## config.mk

```make
export PLATFORM = sky130hd
export DESIGN_NAME = bioh_device_flat
export DESIGN_NICKNAME = d
export VERILOG_FILES = /design/src/pkg/bioh_pkg.sv /design/src/pkg/bioh_bus_if.sv /design/src/rtl/bioh_device.sv /design/src/flat_wrapper.sv
export SDC_FILE = /design/constraint.sdc
export NUM_CORES = 1
export LEC_CHECK = 0
export BUFFER_PORTS_ARGS = -buffer_cell sky130_fd_sc_hd__buf_2
export CORE_AREA = 2 2 81 83
export CTS_BUF_LIST = sky130_fd_sc_hd__clkbuf_8
export CTS_CLUSTER_SIZE = 28
export DETAILED_ROUTE_END_ITERATION = 8
export DIE_AREA = 0 0 83 85
export GPL_ROUTABILITY_DRIVEN = 0
export GPL_TIMING_DRIVEN = 0
export PLACE_DENSITY = 0.7
export SLEW_MARGIN = 20
export SYNTH_ARGS = -nofsm -noshare
export SYNTH_HDL_FRONTEND = slang
export SYNTH_SLANG_ARGS = --single-unit
```

## constraint.sdc

```tcl
create_clock -name i_clock -period 1.9 [get_ports i_clock]
set_input_delay 0.38 -clock i_clock [delete_from_list [all_inputs] [get_ports i_clock]]
set_output_delay 0.38 -clock i_clock [all_outputs]
set_load 0.02 [all_outputs]
```

## src/pkg/bioh_pkg.sv

```systemverilog
// package: shared constants and types of the byte i/o bus handshake
package bioh_pkg;
    // ----------------------------------------------------------------
    // bus geometry
    // ----------------------------------------------------------------
    localparam int unsigned BUS_LINE_COUNT = 27;
    localparam int unsigned BYTE_W = 8;
    localparam int unsigned MAX_DEVICES = 256;
    localparam logic [7:0] DEV_NUM_RESET = 8'h00;
    localparam logic [7:0] BYTE_RESET = 8'h00;

    // ----------------------------------------------------------------
    // host operations
    // ----------------------------------------------------------------
    typedef enum logic [2:0] {
        BIOH_OP_ADDRESS,
        BIOH_OP_COMMAND,
        BIOH_OP_DATA_OUT,
        BIOH_OP_STATUS_REQ,
        BIOH_OP_DATA_REQ,
        BIOH_OP_ACK
    } bioh_op_e;
endpackage : bioh_pkg

```

## src/pkg/bioh_bus_if.sv

```systemverilog
// interface: the byte i/o bus wires between host and one device controller
`timescale 1ns/1ps
interface bioh_bus_if;
    logic [7:0] outbound_data_lines;
    logic address_strobe;
    logic command_strobe;
    logic data_out_strobe;
    logic status_request_strobe;
    logic data_request_strobe;
    logic ack_in;
    logic spare_ctl6;
    logic spare_ctl7;
    logic system_clear;
    logic [7:0] inbound_data_lines;
    logic sync_response;
    logic attention_request;
    logic ack_out;

    modport host (
        output outbound_data_lines, address_strobe, command_strobe, data_out_strobe,
        output status_request_strobe, data_request_strobe, ack_in, spare_ctl6, spare_ctl7,
        output system_clear,
        input inbound_data_lines, sync_response, attention_request
    );
    modport device (
        input outbound_data_lines, address_strobe, command_strobe, data_out_strobe,
        input status_request_strobe, data_request_strobe, ack_in, spare_ctl6, spare_ctl7,
        input system_clear,
        output inbound_data_lines, sync_response, attention_request, ack_out
    );
endinterface : bioh_bus_if

```

## src/rtl/bioh_device.sv

```systemverilog
// device controller end of the byte i/o bus handshake
`timescale 1ns/1ps
// Contract
// - bus has twenty-seven lines in fixed groups
// - up to 256 controllers, eight-bit numbers
// - host qualifies outbound byte by strobe
// - device drives inbound byte when requested
// - status request: status byte, then sync
// - data request: data byte, then sync
// - acknowledge: own number, then sync
// - host sets data before data strobe
// - command byte with command strobe
// - device number with address strobe selects
// - attention held until acknowledge arrives
// - every strobe answered by sync; device gives none to a foreign address, a passed ack, or a command, data or status strobe while unaddressed
// - system clear resets every controller
// - acknowledge chained; pending blocks, otherwise passes
// - address match answers sync, becomes addressed
// - addressed until other address or clear
// - output sync only after byte accepted
// - input sync marks inbound byte valid
// - queue flip-flop drives attention always
// - first pending controller on chain answers
module bioh_device #(
    parameter logic [7:0] DEV_NUM = bioh_pkg::DEV_NUM_RESET
) (
    // clock and reset
    input wire logic i_clock,
    input wire logic i_nrst,
    // bus side
    bioh_bus_if.device bus,
    // user side
    input wire logic i_irq_set,
    input wire logic [7:0] i_status,
    input wire logic [7:0] i_rd_data,
    input wire logic i_rd_ready,
    input wire logic i_wr_ready,
    output logic [7:0] o_wr_data,
    output logic o_wr_valid,
    output logic [7:0] o_cmd,
    output logic o_cmd_valid,
    output logic o_addressed,
    output logic o_irq_pending
);
    typedef enum logic [2:0] {
        BIOH_DEV_IDLE,
        BIOH_DEV_SYNC,
        BIOH_DEV_PASS,
        BIOH_DEV_IGNORE
    } bioh_dev_state_e;

    // ----------------------------------------------------------------
    // pin synchronisers
    // ----------------------------------------------------------------
    localparam int unsigned NSYNC = 8;
    logic [NSYNC-1:0] raw_w;
    logic [NSYNC-1:0] s1_r;
    logic [NSYNC-1:0] s2_r;
    logic [7:0] obyte_s1_r;
    logic [7:0] obyte_s2_r;
    assign raw_w = {bus.system_clear, bus.ack_in, bus.data_request_strobe,
                    bus.status_request_strobe, bus.data_out_strobe,
                    bus.command_strobe, bus.address_strobe, 1'b0};
    always_ff @(posedge i_clock or negedge i_nrst) begin
        if (!i_nrst) begin
            s1_r <= '0;
            s2_r <= '0;
            obyte_s1_r <= bioh_pkg::BYTE_RESET;
            obyte_s2_r <= bioh_pkg::BYTE_RESET;
        end else begin
            s1_r <= raw_w;
            s2_r <= s1_r;
            obyte_s1_r <= bus.outbound_data_lines;
            obyte_s2_r <= obyte_s1_r;
        end
    end
    logic adr_w, cmd_w, dao_w, stat_w, dreq_w, ack_w, clr_w, any_w;
    assign {clr_w, ack_w, dreq_w, stat_w, dao_w, cmd_w, adr_w} = s2_r[NSYNC-1:1];
    assign any_w = adr_w | cmd_w | dao_w | stat_w | dreq_w | ack_w;

    // ----------------------------------------------------------------
    // handshake state
    // ----------------------------------------------------------------
    bioh_dev_state_e st_r, st_nxt;
    logic addr_r, addr_nxt;
    logic queue_r, queue_nxt;
    logic sync_r, sync_nxt;
    logic pass_r, pass_nxt;
    logic [7:0] ibyte_r, ibyte_nxt;
    logic [7:0] wr_r, wr_nxt;
    logic wrv_r, wrv_nxt;
    logic [7:0] cmd_r, cmd_nxt;
    logic cmdv_r, cmdv_nxt;

    always_comb begin
        st_nxt = st_r;
        addr_nxt = addr_r;
        queue_nxt = queue_r | i_irq_set;
        sync_nxt = sync_r;
        pass_nxt = pass_r;
        ibyte_nxt = ibyte_r;
        wr_nxt = wr_r;
        wrv_nxt = 1'b0;
        cmd_nxt = cmd_r;
        cmdv_nxt = 1'b0;
        case (st_r)
            BIOH_DEV_IDLE: begin
                if (ack_w) begin
                    if (queue_r) begin
                        ibyte_nxt = DEV_NUM;
                        sync_nxt = 1'b1;
                        queue_nxt = i_irq_set;
                        st_nxt = BIOH_DEV_SYNC;
                    end else begin
                        pass_nxt = 1'b1;
                        st_nxt = BIOH_DEV_PASS;
                    end
                end else if (adr_w) begin
                    if (obyte_s2_r == DEV_NUM) begin
                        addr_nxt = 1'b1;
                        sync_nxt = 1'b1;
                        st_nxt = BIOH_DEV_SYNC;
                    end else begin
                        addr_nxt = 1'b0;
                        st_nxt = BIOH_DEV_IGNORE;
                    end
                end else if (addr_r) begin
                    if (cmd_w) begin
                        cmd_nxt = obyte_s2_r;
                        cmdv_nxt = 1'b1;
                        sync_nxt = 1'b1;
                        st_nxt = BIOH_DEV_SYNC;
                    end else if (dao_w && i_wr_ready) begin
                        wr_nxt = obyte_s2_r;
                        wrv_nxt = 1'b1;
                        sync_nxt = 1'b1;
                        st_nxt = BIOH_DEV_SYNC;
                    end else if (stat_w) begin
                        ibyte_nxt = i_status;
                        sync_nxt = 1'b1;
                        st_nxt = BIOH_DEV_SYNC;
                    end else if (dreq_w && i_rd_ready) begin
                        ibyte_nxt = i_rd_data;
                        sync_nxt = 1'b1;
                        st_nxt = BIOH_DEV_SYNC;
                    end
                end else if (any_w) begin
                    st_nxt = BIOH_DEV_IGNORE;
                end
            end
            BIOH_DEV_SYNC: begin
                if (!any_w) begin
                    sync_nxt = 1'b0;
                    ibyte_nxt = bioh_pkg::BYTE_RESET;
                    st_nxt = BIOH_DEV_IDLE;
                end
            end
            BIOH_DEV_PASS: begin
                if (!ack_w) begin
                    pass_nxt = 1'b0;
                    st_nxt = BIOH_DEV_IDLE;
                end
            end
            default: begin
                if (!any_w) begin
                    st_nxt = BIOH_DEV_IDLE;
                end
            end
        endcase
        if (clr_w) begin
            st_nxt = BIOH_DEV_IDLE;
            addr_nxt = 1'b0;
            queue_nxt = 1'b0;
            sync_nxt = 1'b0;
            pass_nxt = 1'b0;
            ibyte_nxt = bioh_pkg::BYTE_RESET;
        end
    end

    always_ff @(posedge i_clock or negedge i_nrst) begin
        if (!i_nrst) begin
            st_r <= BIOH_DEV_IDLE;
            addr_r <= 1'b0;
            queue_r <= 1'b0;
            sync_r <= 1'b0;
            pass_r <= 1'b0;
            ibyte_r <= bioh_pkg::BYTE_RESET;
            wr_r <= bioh_pkg::BYTE_RESET;
            wrv_r <= 1'b0;
            cmd_r <= bioh_pkg::BYTE_RESET;
            cmdv_r <= 1'b0;
        end else begin
            st_r <= st_nxt;
            addr_r <= addr_nxt;
            queue_r <= queue_nxt;
            sync_r <= sync_nxt;
            pass_r <= pass_nxt;
            ibyte_r <= ibyte_nxt;
            wr_r <= wr_nxt;
            wrv_r <= wrv_nxt;
            cmd_r <= cmd_nxt;
            cmdv_r <= cmdv_nxt;
        end
    end

    // ----------------------------------------------------------------
    // outputs
    // ----------------------------------------------------------------
    // byte is registered on the same edge as sync, so it is valid when sync rises
    assign bus.inbound_data_lines = ibyte_r;
    assign bus.sync_response = sync_r;
    assign bus.attention_request = queue_r;
    assign bus.ack_out = pass_r;
    assign o_wr_data = wr_r;
    assign o_wr_valid = wrv_r;
    assign o_cmd = cmd_r;
    assign o_cmd_valid = cmdv_r;
    assign o_addressed = addr_r;
    assign o_irq_pending = queue_r;
endmodule : bioh_device // bioh_device

```

## src/flat_wrapper.sv

```systemverilog
// flat-port wrapper written by rule: the top's interface ports become plain ports
module bioh_device_flat 
#(
    parameter logic [7:0] DEV_NUM = bioh_pkg::DEV_NUM_RESET
)
  (i_clock, i_nrst, i_irq_set, i_status, i_rd_data, i_rd_ready, i_wr_ready, o_wr_data, o_wr_valid, o_cmd, o_cmd_valid, o_addressed, o_irq_pending, bus_outbound_data_lines, bus_address_strobe, bus_command_strobe, bus_data_out_strobe, bus_status_request_strobe, bus_data_request_strobe, bus_ack_in, bus_spare_ctl6, bus_spare_ctl7, bus_system_clear, bus_inbound_data_lines, bus_sync_response, bus_attention_request, bus_ack_out);
  bioh_bus_if bus_i ();
  input wire logic i_clock;
  input wire logic i_nrst;
  input wire logic i_irq_set;
  input wire logic [7:0] i_status;
  input wire logic [7:0] i_rd_data;
  input wire logic i_rd_ready;
  input wire logic i_wr_ready;
  output logic [7:0] o_wr_data;
  output logic o_wr_valid;
  output logic [7:0] o_cmd;
  output logic o_cmd_valid;
  output logic o_addressed;
  output logic o_irq_pending;
  input wire logic [$bits(bus_i.outbound_data_lines)-1:0] bus_outbound_data_lines;
  input wire logic [$bits(bus_i.address_strobe)-1:0] bus_address_strobe;
  input wire logic [$bits(bus_i.command_strobe)-1:0] bus_command_strobe;
  input wire logic [$bits(bus_i.data_out_strobe)-1:0] bus_data_out_strobe;
  input wire logic [$bits(bus_i.status_request_strobe)-1:0] bus_status_request_strobe;
  input wire logic [$bits(bus_i.data_request_strobe)-1:0] bus_data_request_strobe;
  input wire logic [$bits(bus_i.ack_in)-1:0] bus_ack_in;
  input wire logic [$bits(bus_i.spare_ctl6)-1:0] bus_spare_ctl6;
  input wire logic [$bits(bus_i.spare_ctl7)-1:0] bus_spare_ctl7;
  input wire logic [$bits(bus_i.system_clear)-1:0] bus_system_clear;
  output wire logic [$bits(bus_i.inbound_data_lines)-1:0] bus_inbound_data_lines;
  output wire logic [$bits(bus_i.sync_response)-1:0] bus_sync_response;
  output wire logic [$bits(bus_i.attention_request)-1:0] bus_attention_request;
  output wire logic [$bits(bus_i.ack_out)-1:0] bus_ack_out;
  assign bus_i.outbound_data_lines = bus_outbound_data_lines;
  assign bus_i.address_strobe = bus_address_strobe;
  assign bus_i.command_strobe = bus_command_strobe;
  assign bus_i.data_out_strobe = bus_data_out_strobe;
  assign bus_i.status_request_strobe = bus_status_request_strobe;
  assign bus_i.data_request_strobe = bus_data_request_strobe;
  assign bus_i.ack_in = bus_ack_in;
  assign bus_i.spare_ctl6 = bus_spare_ctl6;
  assign bus_i.spare_ctl7 = bus_spare_ctl7;
  assign bus_i.system_clear = bus_system_clear;
  assign bus_inbound_data_lines = bus_i.inbound_data_lines;
  assign bus_sync_response = bus_i.sync_response;
  assign bus_attention_request = bus_i.attention_request;
  assign bus_ack_out = bus_i.ack_out;
  bioh_device #(.DEV_NUM(DEV_NUM)) u_core (.i_clock(i_clock), .i_nrst(i_nrst), .bus(bus_i), .i_irq_set(i_irq_set), .i_status(i_status), .i_rd_data(i_rd_data), .i_rd_ready(i_rd_ready), .i_wr_ready(i_wr_ready), .o_wr_data(o_wr_data), .o_wr_valid(o_wr_valid), .o_cmd(o_cmd), .o_cmd_valid(o_cmd_valid), .o_addressed(o_addressed), .o_irq_pending(o_irq_pending));
endmodule
```

After elaboration in Yosys (flattened, before gate mapping)

Index checks and enable logic that the tools add are counted.

Eq/ne operators: 19
Mux-type cells: 62
Bitwise operators: 9
Reductions and logical operators: 15

Operators by type and width:

| cell                                                   | number |
|---|---|
| two-way mux 8 bit                                      | 10 |
| two-way mux 1 bit                                      | 35 |
| two-way mux 3 bit                                      | 11 |
| one-hot mux 8 bit (2 select lines)                     | 1 |
| inequality test 4 x 2 -> 1 bit (second input constant) | 3 |
| AND reduction 6 bit                                    | 2 |
| inequality test 5 x 1 -> 1 bit (second input constant) | 2 |
| inequality test 3 x 2 -> 1 bit (second input constant) | 3 |
| inequality test 9 x 4 -> 1 bit (second input constant) | 1 |
| zero test 8 bit                                        | 1 |
| inequality test 4 x 3 -> 1 bit (second input constant) | 2 |
| inequality test 8 x 1 -> 1 bit (second input constant) | 1 |
| AND reduction 4 bit                                    | 2 |
| AND reduction 8 bit                                    | 1 |
| inequality test 6 x 1 -> 1 bit (second input constant) | 1 |
| bitwise OR 1 bit                                       | 6 |
| one-hot mux 3 bit (2 select lines)                     | 1 |
| nonzero test 3 bit                                     | 2 |
| inequality test 5 x 3 -> 1 bit (second input constant) | 1 |
| AND reduction 5 bit                                    | 1 |
| two-way mux 2 bit                                      | 2 |
| inequality test 4 x 1 -> 1 bit (second input constant) | 1 |
| one-hot mux 1 bit (2 select lines)                     | 2 |
| nonzero test 2 bit                                     | 2 |
| 8 further kinds                                        | 11 |

Register bits after elaboration: 63
Bits of input ports: 38
Output and inout port bits: 31

Logic depth before layout (Yosys ltp)

Word-level depth: 11
Gate-level depth with buffers: 6

Least setup slack after synthesis

Ideal clock, no wire load.

Path kind: register -> register
Start point: register u_core.st_r[0]
End point: register u_core.wr_r[0], in the netlist u_core.o_wr_data[0]
Library setup time: 0.125 ns
Arrival: 1.524 ns
Required time: 1.775 ns
Setup slack: 0.251 ns
Cell stages (with the launch flop): 7
Path buffers: 2
Cell sequence: dfrtp_1 > buf_2 > nor3_1 > nand3_1 > or2_1 > buf_6 > mux2_4

Word-level cells in the longest chain between the ends: 2

RTL lines:

| what                                 | RTL line           | source |
|---|---|---|
| start, declared                      | bioh_device.sv:84  | `bioh_dev_state_e st_r, st_nxt;` |
| start signal, assigned               | bioh_device.sv:193 | `st_r <= st_nxt;` |
| zero test 3 bit                      | bioh_device.sv:106 | `case (st_r)` |
| AND reduction 6 bit (no source line) | n/a                |  |
| end signal, assigned                 | bioh_device.sv:188 | `wr_r <= bioh_pkg::BYTE_RESET;` |
| end signal, assigned                 | bioh_device.sv:199 | `wr_r <= wr_nxt;` |
| end, declared                        | bioh_device.sv:90  | `logic [7:0] wr_r, wr_nxt;` |

No other way between the ends.
A chain may end at the register's enable or synchronous reset.

Final worst setup path

Start point: register u_core.st_r[0]
End point: register u_core.wr_r[6], in the netlist u_core.o_wr_data[6]

Same word-level chain as after synthesis.

==> flow_metrics.tcl <==
set metrics [dict create \
    status "completed" \
    synth_most_common_cell "dfrtp_1" \
    synth_commonest_cells "62 x dfrtp_1, 8 x mux2_2, 8 x mux2_4, 8 x mux2i_1, 8 x o2bb2ai_2" \
    rows 29 \
    gr-usage-met1_pct 17.94 \
    fin_nets 275 \
    post_drt_wl_per_cell_um 14.19 \
    slew_viol_final 0 \
    synth_compound_area_share_pct 10.58 \
    yosys.area.top_type "dfrtp_1" \
    syn_nets 197 \
    cp.required_ps 2110 \
    drc 0 \
    cp-start-kind "flip-flop" \
    synth_edf_count 0 \
    drt-pass1-iter-count 4 \
    synthTopCellsByArea "dfrtp_1 65%, mux2_4 5.0%, o2bb2ai_2 5.0%" \
    grt_pass1_vias 1553 \
    vias 1529 \
    clkSlewWorstSetupHoldPaths_ps 70 \
    power.leakage_nw 1.577 \
    clk_latency_ps 330 \
    groute.layer.met2.usage_pct 20.45 \
    grt_use_met3_pct 5.058 \
    gr-max-usage-layer "met2" \
    ioPinCount 69 \
    ys.flop_type "dfrtp_1" \
    wirelength_um 4526 \
    syn2layout_area_growth_pct 26.28 \
    antenna_cells 0 \
    synth.distinct_cells 38 \
    fin_crit_ps 1758 \
    dp_hpwl_um 3083 \
    yosysSeqAreaShare_pct 64.65 \
    synth_mux_area_share_pct 13.03 \
    core_um2 6205 \
    ir_drop_uv 460.3 \
    endpoint_kind "flip-flop" \
    numCtsBuffers 9 \
    synthAdderAreaFrac_pct 0 \
    p_per_area_nw_per_um2 903.2 \
    period_share_pct 92.55 \
    drt-initial-drc-count 105 \
    portBuffers 66 \
    clock_skew_ps 12.55 \
    grt_max_degree 63 \
    max-slew-margin-rel_pct 50.59 \
    power_mw 2.737 \
    cts_hold_buf 0 \
    async_flop_share_pct 100.0 \
    syn-instance-count 159 \
    intPower_mw 2.015 \
    ant_nets 0 \
    synth_top_family_by_area "multiplexers" \
    clkPwrFrac_pct 36.9 \
    p_switching_mw 0.7217 \
    viasPerCell 4.793 \
    critical_path_arrival_ps 1970 \
    cts_tree "yes" \
    synth-simple-area-share_pct 8.290 \
    tightestPinTransition_ps 741.2 \
    ys_warn_count 0 \
    die_area_um2 7055 \
    path_class "flip-flop to flip-flop" \
    ys_ff_latch 62 \
    clk_path_buf_depth 2 \
    comb_power_share_pct 11.4 \
    synth-xor-area-share_pct 0 \
    max_freq_mhz 568.7 \
    grt_pass1_wl_um 7493 \
    die_y_um 85 \
    finalHoldViolations 0 \
    synth_area_um2 2400 \
    cp_max_fo 10 \
    min_path_type "primary input to asynchronous set/reset pin" \
    setup_viol 0 \
    timing.setup.tns_ps 0 \
    htreeDepth 3 \
    die_w_um 83 \
    overflow 0 \
    cts_sinks 62 \
    seq_power_share_pct 51.7 \
    max_cap_violations 0 \
    postSynthAreaPerCell_um2 15.09 \
    drive_above_1_share_pct 50.83 \
    antenna_found_initial 0 \
    synth_top_area_share_pct 64.65 \
    grtUsageTotal_pct 13.83 \
    cts-root-buf "clkbuf_8" \
    start_util_pct 38.68 \
    swShare_pct 26.37 \
    rsz0062_at_grt "false" \
]
layout make-up:
type                            count  area, µm²
Inverter                            3      11.26
Timing Repair Buffer               67      340.3
Clock inverter                      6      38.79
Buffer                              9      71.32
Clock buffer                       10      137.6
Fill cell                         577       3174
Tap cell                           77      96.34
Multi-Input combinational cell     85      783.3
Sequential cell                    62       1551
cells by family (layout without fill, tap and decap cells):
kind of cell           Yosys count  after routing
and+or+nand+nor                 31             31
DFF                             62             62
buffers and inverters           12             95
muxes                           26             26
AOI/OAI and AO/OA               28             28
worst max-delay path: stages, from the launching register on:
cell,delay (ps)
dfrtp_1,380
buf_2,180
nor3_2,210
nand3_1,150
or2_1,270
buf_6,160
mux2_4,300
placed cells by master, fill, tap and decap left out, types with 2 or more instances in the layout:
cell	Yosys	final
mux2i_1	8	8
buf_2	2	67
a31oi_1	3	3
mux2_4	8	8
nor3_1	3	2
o2bb2ai_2	8	8
inv_1	3	4
buf_4	3	5
clkbuf_8	0	10
a21oi_1	5	5
a21o_1	2	2
dfrtp_1	62	62
mux2_2	8	8
o21ai_0	3	3
nor2b_1	2	2
clkinv_2	0	2
nand2_1	5	5
buf_6	3	3
nand3_1	2	2
nand4_1	2	2
nor2_1	5	5
nor4_2	0	2
mux2_1	2	2
nand2b_1	2	2
clkinv_4	0	2
registers in the layout (all words and copies together), names as in the netlist:
name and cells:
u_core.s2_r 7, u_core.s1_r 7, u_core.bus.sync_response 1, u_core.o_wr_valid 1, u_core.st_r 2, u_core.obyte_s1_r 8, u_core.o_addressed 1, u_core.o_cmd_valid 1
u_core.o_cmd 8, u_core.bus.ack_out 1, u_core.bus.attention_request 1, u_core.o_wr_data 8, u_core.obyte_s2_r 8, u_core.bus.inbound_data_lines 8
metrics by stage:
stage | area [µm²] | utilization, % | cells | hold WS [ps] | setup WS (ps)
after floorplan | 2400 | - | 159 | 84.41 | 250.7
after global placement | 2826 | 45.55 | 302 | 331.8 | -19.28
after detailed placement | 2829 | 45.59 | 302 | 334.7 | -4.188
after CTS | 3013 | 48.56 | 319 | 135.7 | 2.068
after global routing | 3030 | 48.84 | 319 | 123.8 | 42.22
final | 3030 | 48.84 | 319 | 116.5 | 141.5
final timing paths:
kind | depth (start not counted) | slack [ps] | from | to
worst max-delay path | 6 | 140 | u_core.st_r[0] | u_core.o_wr_data[6]
max in group asynchronous | 1 | 1290 | i_nrst | u_core.bus.inbound_data_lines[0]
worst min register to register | 0 | 350 | u_core.s1_r[5] | u_core.s2_r[5]
worst max register to register | 6 | 140 | u_core.st_r[0] | u_core.o_wr_data[6]
worst min-delay path | 1 | 120 | i_nrst | u_core.o_cmd[1]
min in group i_clock | 1 | 150 | bus_outbound_data_lines[6] | u_core.obyte_s1_r[6]
power groups by stage:
stage / Sequential [mW] / Clock (mW) / Combinational (mW)
floorplan: 1.45 / 0 / 0.180
finish: 1.42 / 1.01 / 0.312
CTS: 1.41 / 1.05 / 0.313
global route: 1.42 / 1.11 / 0.346
detailed placement: 1.44 / 0 / 0.313
global placement: 1.44 / 0 / 0.307
routing by layer:
layer	vias up	wire length [µm]
li1	733	-
met1	751	1982
met2	38	2214
met3	7	226
met4	0	102
met5	-	0
timing repair:
action	4_1_cts	5_1_grt
setup endpoints to repair	6	2
setup buffers	1	0
pin swaps	1	1
gates resized for setup	0	3
No activity file was read; power rests on OpenSTA's default activity.
